$ cat config.mk
export PLATFORM = sky130hd
export DESIGN_NAME = general_timer_prescale_concat
export DESIGN_NICKNAME = d
export VERILOG_FILES = /design/src/include/gpt_pkg.sv /design/src/general_timer_prescale_concat.sv /design/src/block_prescaler.sv
export SDC_FILE = /design/constraint.sdc
export NUM_CORES = 1
export LEC_CHECK = 0
export BUFFER_PORTS_ARGS = -buffer_cell sky130_fd_sc_hd__buf_2
export CORE_MARGIN = 2
export CORE_UTILIZATION = 64
export CTS_BUF_LIST = sky130_fd_sc_hd__clkbuf_4
export DETAILED_ROUTE_END_ITERATION = 10
export PLACE_DENSITY = 0.83
export SYNTH_ARGS = -nofsm -noshare
export SYNTH_HDL_FRONTEND = slang
export SYNTH_SLANG_ARGS = --single-unit
$ cat constraint.sdc
create_clock -name clock_i -period 7.8 [get_ports clock_i]
set_clock_uncertainty 0.05 [all_clocks]
set_input_delay 0 -clock clock_i [delete_from_list [all_inputs] [get_ports clock_i]]
set_output_delay 0 -clock clock_i [all_outputs]
set_load 0.005 [all_outputs]
$ cat src/include/gpt_pkg.sv
// Purpose: Shared constants and helpers for the two-group timer unit
// Assumes: 32-bit AXI4-Lite register port, one system clock
// Notes:   Group A holds timers 0..2, group B holds timers 3..4
package gpt_pkg;

  // Timer slots
  localparam int NUM_TIMERS = 5;
  localparam int T_A_LOW    = 0;
  localparam int T_A_CORE   = 1;
  localparam int T_A_HIGH   = 2;
  localparam int T_B_AUX    = 3;
  localparam int T_B_CORE   = 4;

  // Auxiliary timers, which can be chained to their group's core timer
  localparam logic [NUM_TIMERS-1:0] AUX_SET = 5'h0d;

  // Byte offsets of the register map
  localparam logic [7:0] OFF_CTRL   = 8'h00;
  localparam logic [7:0] OFF_COUNT  = 8'h14;
  localparam logic [7:0] OFF_CAPTURE_RELOAD_REGISTER = 8'h28;
  localparam logic [7:0] OFF_STATUS = 8'h2c;
  localparam logic [7:0] OFF_MASK   = 8'h30;
  localparam logic [7:0] REG_STRIDE = 8'h04;

  // Control register layout
  localparam int CTRL_W       = 8;
  localparam int CTRL_DIV_LSB = 0;
  localparam int DIV_W        = 3;
  localparam int CTRL_RUN     = 3;
  localparam int CTRL_DOWN    = 4;
  localparam int CTRL_LINK    = 5;
  localparam int CTRL_BPS_LSB = 6;
  localparam int BPS_W        = 2;

  // Writable bits per control register kind
  localparam logic [CTRL_W-1:0] CTRL_MASK_AUX    = 8'h3f;
  localparam logic [CTRL_W-1:0] CTRL_MASK_CORE_A = 8'hdf;
  localparam logic [CTRL_W-1:0] CTRL_MASK_CORE_B = 8'hff;

  // Block prescaler codes
  localparam logic [BPS_W-1:0] BPS_00 = 2'h0;
  localparam logic [BPS_W-1:0] BPS_01 = 2'h1;
  localparam logic [BPS_W-1:0] BPS_10 = 2'h2;
  localparam logic [BPS_W-1:0] BPS_11 = 2'h3;
  localparam logic [BPS_W-1:0] BPS_RESET = BPS_00;

  // System clocks in two basic clock cycles, per group and code
  localparam int TWO_W = 7;
  localparam logic [TWO_W-1:0] TWO_A_01 = 7'h08;
  localparam logic [TWO_W-1:0] TWO_A_00 = 7'h10;
  localparam logic [TWO_W-1:0] TWO_A_11 = 7'h20;
  localparam logic [TWO_W-1:0] TWO_A_10 = 7'h40;
  localparam logic [TWO_W-1:0] TWO_B_01 = 7'h04;
  localparam logic [TWO_W-1:0] TWO_B_00 = 7'h08;
  localparam logic [TWO_W-1:0] TWO_B_11 = 7'h10;
  localparam logic [TWO_W-1:0] TWO_B_10 = 7'h20;

  // Bus responses
  localparam logic [1:0] RESP_OKAY   = 2'h0;
  localparam logic [1:0] RESP_SLVERR = 2'h2;

  // Length of two basic clock cycles in system clocks
  function automatic logic [TWO_W-1:0] two_basic_clocks(input logic       group_b,
                                                         input logic [1:0] code);
    logic [TWO_W-1:0] v;
    v = '0;
    unique case (code)
      BPS_01: v = group_b ? TWO_B_01 : TWO_A_01;
      BPS_00: v = group_b ? TWO_B_00 : TWO_A_00;
      BPS_11: v = group_b ? TWO_B_11 : TWO_A_11;
      BPS_10: v = group_b ? TWO_B_10 : TWO_A_10;
    endcase
    return v;
  endfunction

endpackage

$ cat src/general_timer_prescale_concat.sv
// Purpose: Two-group timer unit with block prescalers and chained timers
// Assumes: AXI4-Lite master keeps one write and one read in flight at most
// Notes:   Counts are TIMER_W bits wide; a chained auxiliary ignores its run bit
`timescale 1ns/100ps
`default_nettype none
module general_timer_prescale_concat
  import gpt_pkg::*;
#(
  parameter int TIMER_W = 16
)(
  input  wire logic        clock_i,
  input  wire logic        reset_i,
  input  wire logic        awvalid_i,
  output logic             awready_o,
  input  wire logic [7:0]  awaddr_i,
  input  wire logic        wvalid_i,
  output logic             wready_o,
  input  wire logic [31:0] wdata_i,
  input  wire logic [3:0]  wstrb_i,
  output logic             bvalid_o,
  input  wire logic        bready_i,
  output logic [1:0]       bresp_o,
  input  wire logic        arvalid_i,
  output logic             arready_o,
  input  wire logic [7:0]  araddr_i,
  output logic             rvalid_o,
  input  wire logic        rready_i,
  output logic [31:0]      rdata_o,
  output logic [1:0]       rresp_o,
  output logic             irq_o
);

  typedef struct packed {
    logic [NUM_TIMERS-1:0][TIMER_W-1:0] cnt;
    logic [NUM_TIMERS-1:0][CTRL_W-1:0]  ctrl;
    logic [TIMER_W-1:0]                 capture_reload_register;
    logic [NUM_TIMERS-1:0]              status;
    logic [NUM_TIMERS-1:0]              mask;
    logic [1:0]                         wrap_a;
    logic [1:0]                         wrap_b;
    logic                               aw_rdy;
    logic                               w_rdy;
    logic                               ar_rdy;
    logic                               bvalid;
    logic                               rvalid;
    logic [1:0]                         bresp;
    logic [1:0]                         rresp;
    logic [31:0]                        rdata;
    logic [7:0]                         awaddr;
    logic [31:0]                        wdata;
    logic [3:0]                         wstrb;
    logic                               irq;
  } state_type;

  state_type             s_r;
  state_type             s_nxt;
  logic [NUM_TIMERS-1:0] tick;
  logic [NUM_TIMERS-1:0] wrap_up;
  logic [NUM_TIMERS-1:0] wrap_dn;
  logic [NUM_TIMERS-1:0] cnt_wr;
  logic [NUM_TIMERS-1:0] ctrl_wr;
  logic                  do_wr;

  // Byte-lane merge of write data into an old register image
  function automatic logic [31:0] wmerge(input logic [31:0] old,
                                         input logic [31:0] data,
                                         input logic [3:0]  strb);
    logic [31:0] v;
    v = old;
    for (int b = 0; b < 4; b++)
      if (strb[b])
        v[8*b +: 8] = data[8*b +: 8];
    return v;
  endfunction

  // Writable control bits per timer slot
  function automatic logic [CTRL_W-1:0] ctrl_mask(input int idx);
    logic [CTRL_W-1:0] m;
    m = CTRL_MASK_AUX;
    if (idx == T_A_CORE)
      m = CTRL_MASK_CORE_A;
    else if (idx == T_B_CORE)
      m = CTRL_MASK_CORE_B;
    return m;
  endfunction

  // One prescaler per timer, block code taken from its group's core control
  for (genvar g = 0; g < NUM_TIMERS; g++)
  begin : gen_pre
    localparam int CORE = (g >= T_B_AUX) ? T_B_CORE : T_A_CORE;
    block_prescaler #(
      .GROUP_B (g >= T_B_AUX)
    ) u_pre (
      .clock_i      (clock_i),
      .reset_i      (reset_i),
      .block_code_i (s_r.ctrl[CORE][CTRL_BPS_LSB +: BPS_W]),
      .ind_code_i   (s_r.ctrl[g][CTRL_DIV_LSB +: DIV_W]),
      .basic_tick_o (),
      .count_tick_o (tick[g])
    );
  end

  // Next state: counting, chaining, bus access, flags
  always_comb
  begin
    logic [31:0] wa;
    logic [31:0] ra;
    logic        up_step;
    logic        dn_step;
    logic        wr_hit;
    logic        rd_hit;
    logic [31:0] rd_val;
    logic [NUM_TIMERS-1:0] w1c;
    wa      = {24'h000000, s_r.awaddr[7:2], 2'h0};
    ra      = {24'h000000, araddr_i[7:2], 2'h0};
    up_step = 1'b0;
    dn_step = 1'b0;
    wr_hit  = 1'b0;
    rd_hit  = 1'b0;
    rd_val  = '0;
    w1c     = '0;
    s_nxt   = s_r;
    wrap_up = '0;
    wrap_dn = '0;
    cnt_wr  = '0;
    ctrl_wr = '0;
    do_wr   = !s_r.aw_rdy && !s_r.w_rdy && !s_r.bvalid;
    // Timer stepping; a chained auxiliary follows its core's wrap pulse
    for (int i = 0; i < NUM_TIMERS; i++)
    begin
      up_step = 1'b0;
      dn_step = 1'b0;
      if (AUX_SET[i] && s_r.ctrl[i][CTRL_LINK])
      begin
        up_step = (i == T_B_AUX) ? s_r.wrap_b[0] : s_r.wrap_a[0];
        dn_step = (i == T_B_AUX) ? s_r.wrap_b[1] : s_r.wrap_a[1];
      end
      else if (s_r.ctrl[i][CTRL_RUN] && tick[i])
      begin
        up_step = !s_r.ctrl[i][CTRL_DOWN];
        dn_step = s_r.ctrl[i][CTRL_DOWN];
      end
      wrap_up[i] = up_step && (s_r.cnt[i] == '1);
      wrap_dn[i] = dn_step && (s_r.cnt[i] == '0);
      if (up_step)
        s_nxt.cnt[i] = s_r.cnt[i] + 1'b1;
      else if (dn_step)
        s_nxt.cnt[i] = s_r.cnt[i] - 1'b1;
    end
    // Core B reloads from the capture/reload register on a wrap
    if ((wrap_up[T_B_CORE] || wrap_dn[T_B_CORE]) && s_r.ctrl[T_B_CORE][CTRL_LINK])
      s_nxt.cnt[T_B_CORE] = s_r.capture_reload_register;
    // Core wraps are passed on one cycle later, well inside two basic cycles
    s_nxt.wrap_a = {wrap_dn[T_A_CORE], wrap_up[T_A_CORE]};
    s_nxt.wrap_b = {wrap_dn[T_B_CORE], wrap_up[T_B_CORE]};
    // Write address and data are taken independently
    if (awvalid_i && s_r.aw_rdy)
    begin
      s_nxt.aw_rdy = 1'b0;
      s_nxt.awaddr = awaddr_i;
    end
    if (wvalid_i && s_r.w_rdy)
    begin
      s_nxt.w_rdy = 1'b0;
      s_nxt.wdata = wdata_i;
      s_nxt.wstrb = wstrb_i;
    end
    // Register write; software wins over stepping on the same count
    if (do_wr)
    begin
      for (int i = 0; i < NUM_TIMERS; i++)
      begin
        if (wa == 32'(OFF_CTRL + 8'(i * 4)))
        begin
          wr_hit = 1'b1;
          ctrl_wr[i] = 1'b1;
          s_nxt.ctrl[i] = CTRL_W'(wmerge(32'(s_r.ctrl[i]), s_r.wdata, s_r.wstrb)
                                  & 32'(ctrl_mask(i)));
        end
        if (wa == 32'(OFF_COUNT + 8'(i * 4)))
        begin
          wr_hit = 1'b1;
          cnt_wr[i] = 1'b1;
          s_nxt.cnt[i] = TIMER_W'(wmerge(32'(s_r.cnt[i]), s_r.wdata, s_r.wstrb));
        end
      end
      if (wa == 32'(OFF_CAPTURE_RELOAD_REGISTER))
      begin
        wr_hit = 1'b1;
        s_nxt.capture_reload_register = TIMER_W'(wmerge(32'(s_r.capture_reload_register), s_r.wdata, s_r.wstrb));
      end
      if (wa == 32'(OFF_STATUS))
      begin
        wr_hit = 1'b1;
        w1c = NUM_TIMERS'(wmerge(32'h00000000, s_r.wdata, s_r.wstrb));
      end
      if (wa == 32'(OFF_MASK))
      begin
        wr_hit = 1'b1;
        s_nxt.mask = NUM_TIMERS'(wmerge(32'(s_r.mask), s_r.wdata, s_r.wstrb));
      end
      s_nxt.bvalid = 1'b1;
      s_nxt.bresp  = wr_hit ? RESP_OKAY : RESP_SLVERR;
    end
    // Write response taken: reopen both write channels
    if (s_r.bvalid && bready_i)
    begin
      s_nxt.bvalid = 1'b0;
      s_nxt.aw_rdy = 1'b1;
      s_nxt.w_rdy  = 1'b1;
    end
    // Sticky wrap flags; a new wrap beats a clear in the same cycle
    s_nxt.status = (s_r.status & ~w1c) | wrap_up | wrap_dn;
    // Read decode has no side effect on any state
    for (int i = 0; i < NUM_TIMERS; i++)
    begin
      if (ra == 32'(OFF_CTRL + 8'(i * 4)))
      begin
        rd_hit = 1'b1;
        rd_val = 32'(s_r.ctrl[i]);
      end
      if (ra == 32'(OFF_COUNT + 8'(i * 4)))
      begin
        rd_hit = 1'b1;
        rd_val = 32'(s_r.cnt[i]);
      end
    end
    if (ra == 32'(OFF_CAPTURE_RELOAD_REGISTER))
    begin
      rd_hit = 1'b1;
      rd_val = 32'(s_r.capture_reload_register);
    end
    if (ra == 32'(OFF_STATUS))
    begin
      rd_hit = 1'b1;
      rd_val = 32'(s_r.status);
    end
    if (ra == 32'(OFF_MASK))
    begin
      rd_hit = 1'b1;
      rd_val = 32'(s_r.mask);
    end
    if (arvalid_i && s_r.ar_rdy)
    begin
      s_nxt.ar_rdy = 1'b0;
      s_nxt.rvalid = 1'b1;
      s_nxt.rdata  = rd_val;
      s_nxt.rresp  = rd_hit ? RESP_OKAY : RESP_SLVERR;
    end
    if (s_r.rvalid && rready_i)
    begin
      s_nxt.rvalid = 1'b0;
      s_nxt.ar_rdy = 1'b1;
    end
    s_nxt.irq = |(s_nxt.status & s_nxt.mask);
  end

  // State register; control fields, block codes included, clear to zero
  always_ff @(posedge clock_i or posedge reset_i)
  begin
    if (reset_i)
    begin
      s_r        <= '0;
      s_r.aw_rdy <= 1'b1;
      s_r.w_rdy  <= 1'b1;
      s_r.ar_rdy <= 1'b1;
    end
    else
      s_r <= s_nxt;
  end

  assign awready_o = s_r.aw_rdy;
  assign wready_o  = s_r.w_rdy;
  assign bvalid_o  = s_r.bvalid;
  assign bresp_o   = s_r.bresp;
  assign arready_o = s_r.ar_rdy;
  assign rvalid_o  = s_r.rvalid;
  assign rdata_o   = s_r.rdata;
  assign rresp_o   = s_r.rresp;
  assign irq_o     = s_r.irq;

  // Checking helper: block codes untouched since reset
  logic [1:0] bps_touched_r;
  always_ff @(posedge clock_i or posedge reset_i)
  begin
    if (reset_i)
      bps_touched_r <= 2'h0;
    else
      bps_touched_r <= bps_touched_r | {ctrl_wr[T_B_CORE], ctrl_wr[T_A_CORE]};
  end

  bps_reset_a: assert property (
    @(posedge clock_i) disable iff (reset_i)
    !bps_touched_r[0] |-> (s_r.ctrl[T_A_CORE][CTRL_BPS_LSB +: BPS_W] == BPS_RESET))
    else $error("group A block code left its reset value unprompted");

  bps_reset_b_a: assert property (
    @(posedge clock_i) disable iff (reset_i)
    !bps_touched_r[1] |-> (s_r.ctrl[T_B_CORE][CTRL_BPS_LSB +: BPS_W] == BPS_RESET))
    else $error("group B block code left its reset value unprompted");

  concat_up_a: assert property (
    @(posedge clock_i) disable iff (reset_i)
    (s_r.wrap_a[0] && s_r.ctrl[T_A_LOW][CTRL_LINK] && !cnt_wr[T_A_LOW])
      |=> (s_r.cnt[T_A_LOW] == $past(s_r.cnt[T_A_LOW]) + 1'b1))
    else $error("chained high part missed a core overflow");

  concat_down_a: assert property (
    @(posedge clock_i) disable iff (reset_i)
    (s_r.wrap_b[1] && s_r.ctrl[T_B_AUX][CTRL_LINK] && !cnt_wr[T_B_AUX])
      |=> (s_r.cnt[T_B_AUX] == $past(s_r.cnt[T_B_AUX]) - 1'b1))
    else $error("chained high part missed a core underflow");

  concat_bound_a: assert property (
    @(posedge clock_i) disable iff (reset_i)
    (wrap_up[T_A_CORE] && s_r.ctrl[T_A_HIGH][CTRL_LINK] && !ctrl_wr[T_A_HIGH])
      |=> s_r.wrap_a[0] ##1
          ($past(cnt_wr[T_A_HIGH]) || (s_r.cnt[T_A_HIGH] == $past(s_r.cnt[T_A_HIGH]) + 1'b1)))
    else $error("core wrap not passed on within the bound");

  status_keep_a: assert property (
    @(posedge clock_i) disable iff (reset_i)
    !do_wr |=> ((s_r.status & $past(s_r.status)) == $past(s_r.status)))
    else $error("flag cleared without a status write");

  count_hold_a: assert property (
    @(posedge clock_i) disable iff (reset_i)
    (!s_r.ctrl[T_B_CORE][CTRL_RUN] && !cnt_wr[T_B_CORE])
      |=> (s_r.cnt[T_B_CORE] == $past(s_r.cnt[T_B_CORE])))
    else $error("stopped count changed without a write");

  resp_hold_a: assert property (
    @(posedge clock_i) disable iff (reset_i)
    (s_r.bvalid && !bready_i) |=> (s_r.bvalid && $stable(s_r.bresp)))
    else $error("write response dropped before acceptance");

endmodule
`default_nettype wire

$ cat src/block_prescaler.sv
// Purpose: Basic clock and per-timer count tick from block and individual codes
// Assumes: Codes come from registers in the same clock domain
// Notes:   A code change does not restart alignment; the first period after it can be shorter or longer than the new one
`timescale 1ns/100ps
`default_nettype none
module block_prescaler
  import gpt_pkg::*;
#(
  parameter logic GROUP_B = 1'b0
)(
  input  wire logic             clock_i,
  input  wire logic             reset_i,
  input  wire logic [BPS_W-1:0] block_code_i,
  input  wire logic [DIV_W-1:0] ind_code_i,
  output logic                  basic_tick_o,
  output logic                  count_tick_o
);

  typedef struct packed {
    logic [TWO_W-2:0] basic_cnt;
    logic [6:0]       ind_cnt;
    logic             basic_tick;
    logic             count_tick;
  } pre_state_type;

  pre_state_type s_r;
  pre_state_type s_nxt;
  logic [TWO_W-1:0] two_clocks;
  logic [TWO_W-2:0] half;
  logic [6:0]       ind_mask;
  logic             wrap;

  // Basic period is half the two-cycle figure; the divider counts basic ticks
  always_comb
  begin
    s_nxt      = s_r;
    two_clocks = two_basic_clocks(GROUP_B, block_code_i);
    half       = two_clocks[TWO_W-1:1];
    ind_mask   = (7'h01 << ind_code_i) - 7'h01;
    wrap       = (s_r.basic_cnt >= (half - 6'h01));
    s_nxt.basic_cnt  = wrap ? '0 : s_r.basic_cnt + 6'h01;
    s_nxt.basic_tick = wrap;
    s_nxt.ind_cnt    = wrap ? s_r.ind_cnt + 7'h01 : s_r.ind_cnt;
    s_nxt.count_tick = wrap && ((s_r.ind_cnt & ind_mask) == ind_mask);
  end

  // State register
  always_ff @(posedge clock_i or posedge reset_i)
  begin
    if (reset_i)
      s_r <= '0;
    else
      s_r <= s_nxt;
  end

  assign basic_tick_o = s_r.basic_tick;
  assign count_tick_o = s_r.count_tick;

  // Checking helpers: gaps between ticks and code stability
  logic [12:0] bgap_r;
  logic [12:0] cgap_r;
  logic [4:0]  codes_r;
  logic        bsettled_r;
  logic        csettled_r;
  logic        changed;
  logic [12:0] expected;

  assign changed  = ({block_code_i, ind_code_i} != codes_r);
  assign expected = 13'(half) << ind_code_i;

  always_ff @(posedge clock_i or posedge reset_i)
  begin
    if (reset_i)
    begin
      bgap_r     <= '0;
      cgap_r     <= '0;
      codes_r    <= '0;
      bsettled_r <= 1'b0;
      csettled_r <= 1'b0;
    end
    else
    begin
      codes_r    <= {block_code_i, ind_code_i};
      bgap_r     <= basic_tick_o ? 13'h0001 : bgap_r + 13'h0001;
      cgap_r     <= count_tick_o ? 13'h0001 : cgap_r + 13'h0001;
      bsettled_r <= changed ? 1'b0 : (basic_tick_o ? 1'b1 : bsettled_r);
      csettled_r <= changed ? 1'b0 : (count_tick_o ? 1'b1 : csettled_r);
    end
  end

  basic_period_a: assert property (
    @(posedge clock_i) disable iff (reset_i)
    (basic_tick_o && bsettled_r && !changed) |-> (bgap_r == 13'(half)))
    else $error("basic tick period differs from the code table");

  count_period_a: assert property (
    @(posedge clock_i) disable iff (reset_i)
    (count_tick_o && csettled_r && !changed) |-> (cgap_r == expected))
    else $error("count tick period is not block times individual divider");

  tick_aligned_a: assert property (
    @(posedge clock_i) disable iff (reset_i)
    count_tick_o |-> basic_tick_o)
    else $error("count tick outside a basic tick");

endmodule
`default_nettype wire

* After elaboration in Yosys (flattened, before gate mapping) *
Cells that the tools add are included.

storage, ports and cells
  flip-flop bits (word level) = 300
  bits of input ports = 59
  output and inout port bits = 42
  word-level logic and storage cells = 325

cells by class
  add/subtract/negate cells = 27
  magnitude comparators = 5
  equal/unequal tests = 50
  shift operators = 5
  mux-type cells = 120
  bitwise gates (word level) = 12
  reductions and logical operators = 58

operator list
  kind                     number
  $mux W32                 12
  $mux W16                 17
  $mux W136                1
  $mux W8                  16
  $add A16 B1 Y16 const B  5
  $eq A16 B16 Y1 const B   5
  $logic_not A16 Y1        5
  $sub A16 B1 Y16 const B  5
  $mux W6                  12
  $eq A6 B4 Y1 const B     10
  $pmux W7 S4              2
  $mux W1                  51
  $eq A6 B3 Y1 const B     8
  $add A7 B1 Y7 const B    5
  $and A7 B7 Y7            5
  $eq A7 B7 Y1             5
  $shl A1 B3 Y7 const A    5
  $sub A7 B1 Y7 const B    5
  $add A6 B1 Y6 const B    5
  $ge A6 B6 Y1             5
  $mux W5                  6
  $ne A3 B3 Y1 const B     10
  $logic_and A1 B1 Y1      28
  $eq A6 B2 Y1 const B     4
  17 further kinds         45

* Depth between registers and ports, before layout *
  word-level depth = 16
  mapped depth = 9
  gate-level depth less buffers = 8

* Cells and area by module *
A second synthesis with hierarchy kept.

unflattened totals
  cells, all modules = 1,782
  area total of the unflattened synthesis = 16,458.3 sq um

modules (own cells, without submodules)
  module                                  instances  cells each  area an instance (sq um)  seq. area each (sq um)
  general_timer_prescale_concat           1          1,418       12,578.3                  4,783.3
  block_prescaler (gen_pre[0].u_pre ...)  3          76          802.0                     375.4
  block_prescaler (gen_pre[3].u_pre ...)  2          68          737.0                     375.4

* Worst setup path before layout *
Ideal clock, no wire load.

  path kind = reg-to-reg
  start point = register s_r[211] (netlist name)
  end point = register s_r[217] (netlist name)
  setup time = 126 ps
  arrival = 2,102 ps
  required time = 7,624 ps
  setup slack = 5,522 ps
  stages on the path, launching flop included = 8
  path buffers = 1
  clock period less this slack = 2,278 ps
  cell sequence = dfrtp_1 buf_6 or2_4 or4_4 or3_4 o22a_1 a21o_1 a221o_1

between the ends
  longest elaborated chain between the ends = 5
  elaborated cells on any way between the ends = 6
  classes of those cells = 2 x add/sub; 4 x mux

ends and longest elaborated chain
  what                    RTL line                              source
  from (decl)             general_timer_prescale_concat.sv:55   state_type s_r;
  from (signal assigned)  general_timer_prescale_concat.sv:269  s_r <= s_nxt;
  $sub A16 B1 Y16         general_timer_prescale_concat.sv:148  s_nxt.cnt[i] = s_r.cnt[i] - 1'b1;
  $mux W16                general_timer_prescale_concat.sv:147  else if (dn_step)
  $mux W16 (*)            general_timer_prescale_concat.sv:145  if (up_step)
  $mux W16                general_timer_prescale_concat.sv:180  if (wa == 32'(OFF_COUNT + 8'(i * 4)))
  $mux W136 (*)           general_timer_prescale_concat.sv:169  if (do_wr)

Mark *: on every way between the ends. The rest lies on a longest branch, timed or not.
A chain may end at the register's enable or synchronous reset.

* Final worst setup path *
  start point = register s_r[40] (netlist name)
  end point = register s_r[172] (netlist name)

between the ends
  longest elaborated chain between the ends = 3
  elaborated cells on any way between the ends = 4
  classes of those cells = 2 x eq/ne; 2 x mux

ends and longest elaborated chain
  what              RTL line
  $eq A6 B3 Y1 (*)  general_timer_prescale_concat.sv:180
  $mux W16          general_timer_prescale_concat.sv:180
  $mux W136         general_timer_prescale_concat.sv:169

Marks and branches as above.

==> qor.csv <==
metric,value,unit
slowest_delay,0.73,ns
grt_max_degree,145,
cap_violations,0,
path_class,register to register,
pin_count,101,
cts_htree_levels,3,
grt_pass1_wl,74.5,mm
reg2reg_to,s_r[172]$_DFFE_PP0P_,
worstPathCellList,"nor2b_1, nand4_1, nor2_1, a21oi_1, nor2_1, nor2_1",
cp_max_fo,18,
dieArea,0.0259,sq mm
p_int,3.42,mW
cts_buffers,75,
place_ws,5.04,ns
antenna_found_initial,3,
fillerInstances,1775,
peakVddDrop,0.254,mV
seqPwrFrac,47.5,%
first_iter_violations,2304,
cp-start-kind,register,
cts_root_buf,clkbuf_4,
grt_usage,36.6,%
violations,negative hold slack,
synth_area_leaders,"dfrtp_1 (41%), mux2_2 (5.8%), nand2_1 (3.6%)",
gp_congestion,1.03,
ys_async_sr_fraction,100,%
synth_edf_count,0,
cp.required,8.33,ns
worst_ep_arrival_time,3.52,ns
rsz0062_at_grt,no,
cellLeakagePower,7.96,nW
fmax,334,MHz
clk_latency,0.73,ns
slew_headroom,19.8,%
dpl-instance-area,0.0160,sq mm
post_layout_nonfiller_instances,2170,
hold_slack,-0.00340,ns
crit_end,s_r[172]$_DFFE_PP0P_,
fin_area,0.0176,sq mm
yosys_warnings,0,
grt_pass1_vias,13800,
wl,47.2,mm
first_pass_iters,9,
fin_nets,1895,
ys_types,99,
dp_hpwl,32.4,mm
core_area,0.0242,sq mm
drv_slew,0,
die_w,161,microns
hp-class,input pin to asynchronous set/reset pin,
yosys.area.top_type,dfrtp_1,
vias,14400,
clock-sinks,261,
setup_viol,0,
drc,0,
synth-seq-area-share,41.5,%
status,"complete, but fails checks",
syn_to_final_growth,11.8,%
layout_commonest_cell,dfrtp_1,
r2r_cells,6,
die_h,161,microns
synthCells,1685,
place_inst,1976,
synth_ff_type,dfrtp_1,
worstSetupEndpointType,register,
layout_common_cells,"dfrtp_1 (258), nand2_1 (150), nor2_1 (132), clkbuf_4 (107), o21ai_0 (86)",
path_clk_slew,0.07,ns
hold_viol,1,
power_density,342,mW/mm^2
fin_crit,2.99,ns
start_util,65.0,%
via_per_inst,6.64,
post-synth-top-area-fraction,41.0,%
syn_avg_cell_area,9.35,sq um
tightest_slew,1.20,ns
ant_nets,0,
wl_per_cell,21.7,microns
tns,0,ns
cts_resized,0,
overflow,0,
drive_gt1_share,17.5,%
crit_path_top_delay_cell,nand4_1,
crit_top_cell,nor2_1,
synth_seq_cells,261,
power_frac_comb,31.1,%
cp-startpoint,s_r[40]$_DFFE_PP0P_,
layout_setup_ws,4.81,ns
power_switching,2.62,mW
netlist_area,0.0158,sq mm
fin_crit_sh,38.4,%
timing.rr.start,s_r[40]$_DFFE_PP0P_,
switching_share,43.4,%
rrSetupSlack,4.81,ns
p_clk_share,21.4,%
cts_tree,built,
rows,57,
cts_max_path_buffers,3,
portBuffers,60,
-- sequential cells by signal, summed over array words and instances (netlist names), named ones only --
signal and flops:
bvalid_o 1, rdata_o 16, wready_o 1, awready_o 1, gen_pre.u_pre.count_tick_o 5, s_r 152
rvalid_o 1, rresp_o 1, irq_o 1, gen_pre.u_pre.s_r 65, arready_o 1, bresp_o 1
-- timing repair --
action / CTS / global route
hold buffers: 66 / 0
buffers inserted: 0 / 0
endpoints found under the hold margin: 175 / 0
-- power by group through the flow --
stage	Combinational [mW]	Sequential, mW	Clock, mW
6_report	1.88	2.87	1.29
5_1_grt	2.08	2.92	1.38
4_1_cts	1.84	2.80	1.30
3_5_place_dp	1.80	2.82	0
3_3_place_gp	1.72	2.79	0
2_1_floorplan	1.62	2.30	0
-- metal layers --
metal | wire [microns] | share of wire (%) | vias to the layer above | track usage (%)
li1 | - | - | 6465 | -
met1 | 17900 | 38 | 6867 | 48.2
met2 | 21600 | 46 | 900 | 58.2
met3 | 5840 | 12 | 169 | 9.22
met4 | 1790 | 3.8 | 2 | 15.0
met5 | 13 | 0.028 | - | 0
-- stage by stage --
step / util (%) / total power, mW
2_1_floorplan: - / 3.92
3_3_place_gp: 66.1 / 4.51
3_5_place_dp: 66.1 / 4.61
4_1_cts: 72.7 / 5.94
5_1_grt: 72.7 / 6.37
6_report: 72.7 / 6.03
-- worst max-delay path, delay by kind of cell, from the launching register on --
kind	cells	cell delay [ns]
AND/OR/NAND/NOR	5	2.17
flip-flops	1	0.51
AO/OA/AOI/OAI	1	0.15
-- worst min path at each step --
stage | from | end | slack, ns
final | reset_i | gen_pre[1].u_pre.s_r[2]$_DFFE_PP0N_ | -0.003
after global routing | wdata_i[0] | s_r[5]$_DFFE_PP0P_ | 0.05
after CTS | wdata_i[5] | s_r[10]$_DFFE_PP0P_ | 0.003
after detailed placement | awvalid_i | awready_o$_DFFE_PP1P_ | 0.12
after global placement | wvalid_i | wready_o$_DFFE_PP1P_ | 0.11
after floorplan | arvalid_i | arready_o$_DFFE_PP1P_ | 0.01
-- cell usage after synthesis (41+ instances only) --
master / number
mux2_2: 81
nor2_1: 132
o21ai_0: 86
clkbuf_1: 67
nand2_1: 150
inv_1: 50
a21oi_1: 85
nand3_1: 58
dfrtp_1: 258
nand4_1: 45
nor3_1: 47
ha_1: 41
-- kinds of logic (layout without fill, tap and decap cells) --
logic type                 Yosys count  after routing  share of synthesized area (%)
adders and majority gates           41             41                           3.26
buffers and inverters              179            321                           5.34
other                                2             21                         0.0477
DFF                                261            261                           41.5
xor gates and xnor gates            62             62                           3.45
AOI/OAI and AO/OA                  422            422                           18.6
and+or+nand+nor                    609            609                           20.2
muxes                              109            109                           7.57
-- cell type report --
type	count	area (sq um)	area share, %
multi-input cells	1263	8450	48.0
flip-flops and latches	261	6540	37.1
repair buffers	144	1100	6.22
clock buffers	107	803	4.56
well taps	324	405	2.30
inverters	50	195	1.11
clock inverters	20	129	0.731
diodes	1	2.50	0.0142
Power figures use the tool's default switching activity.
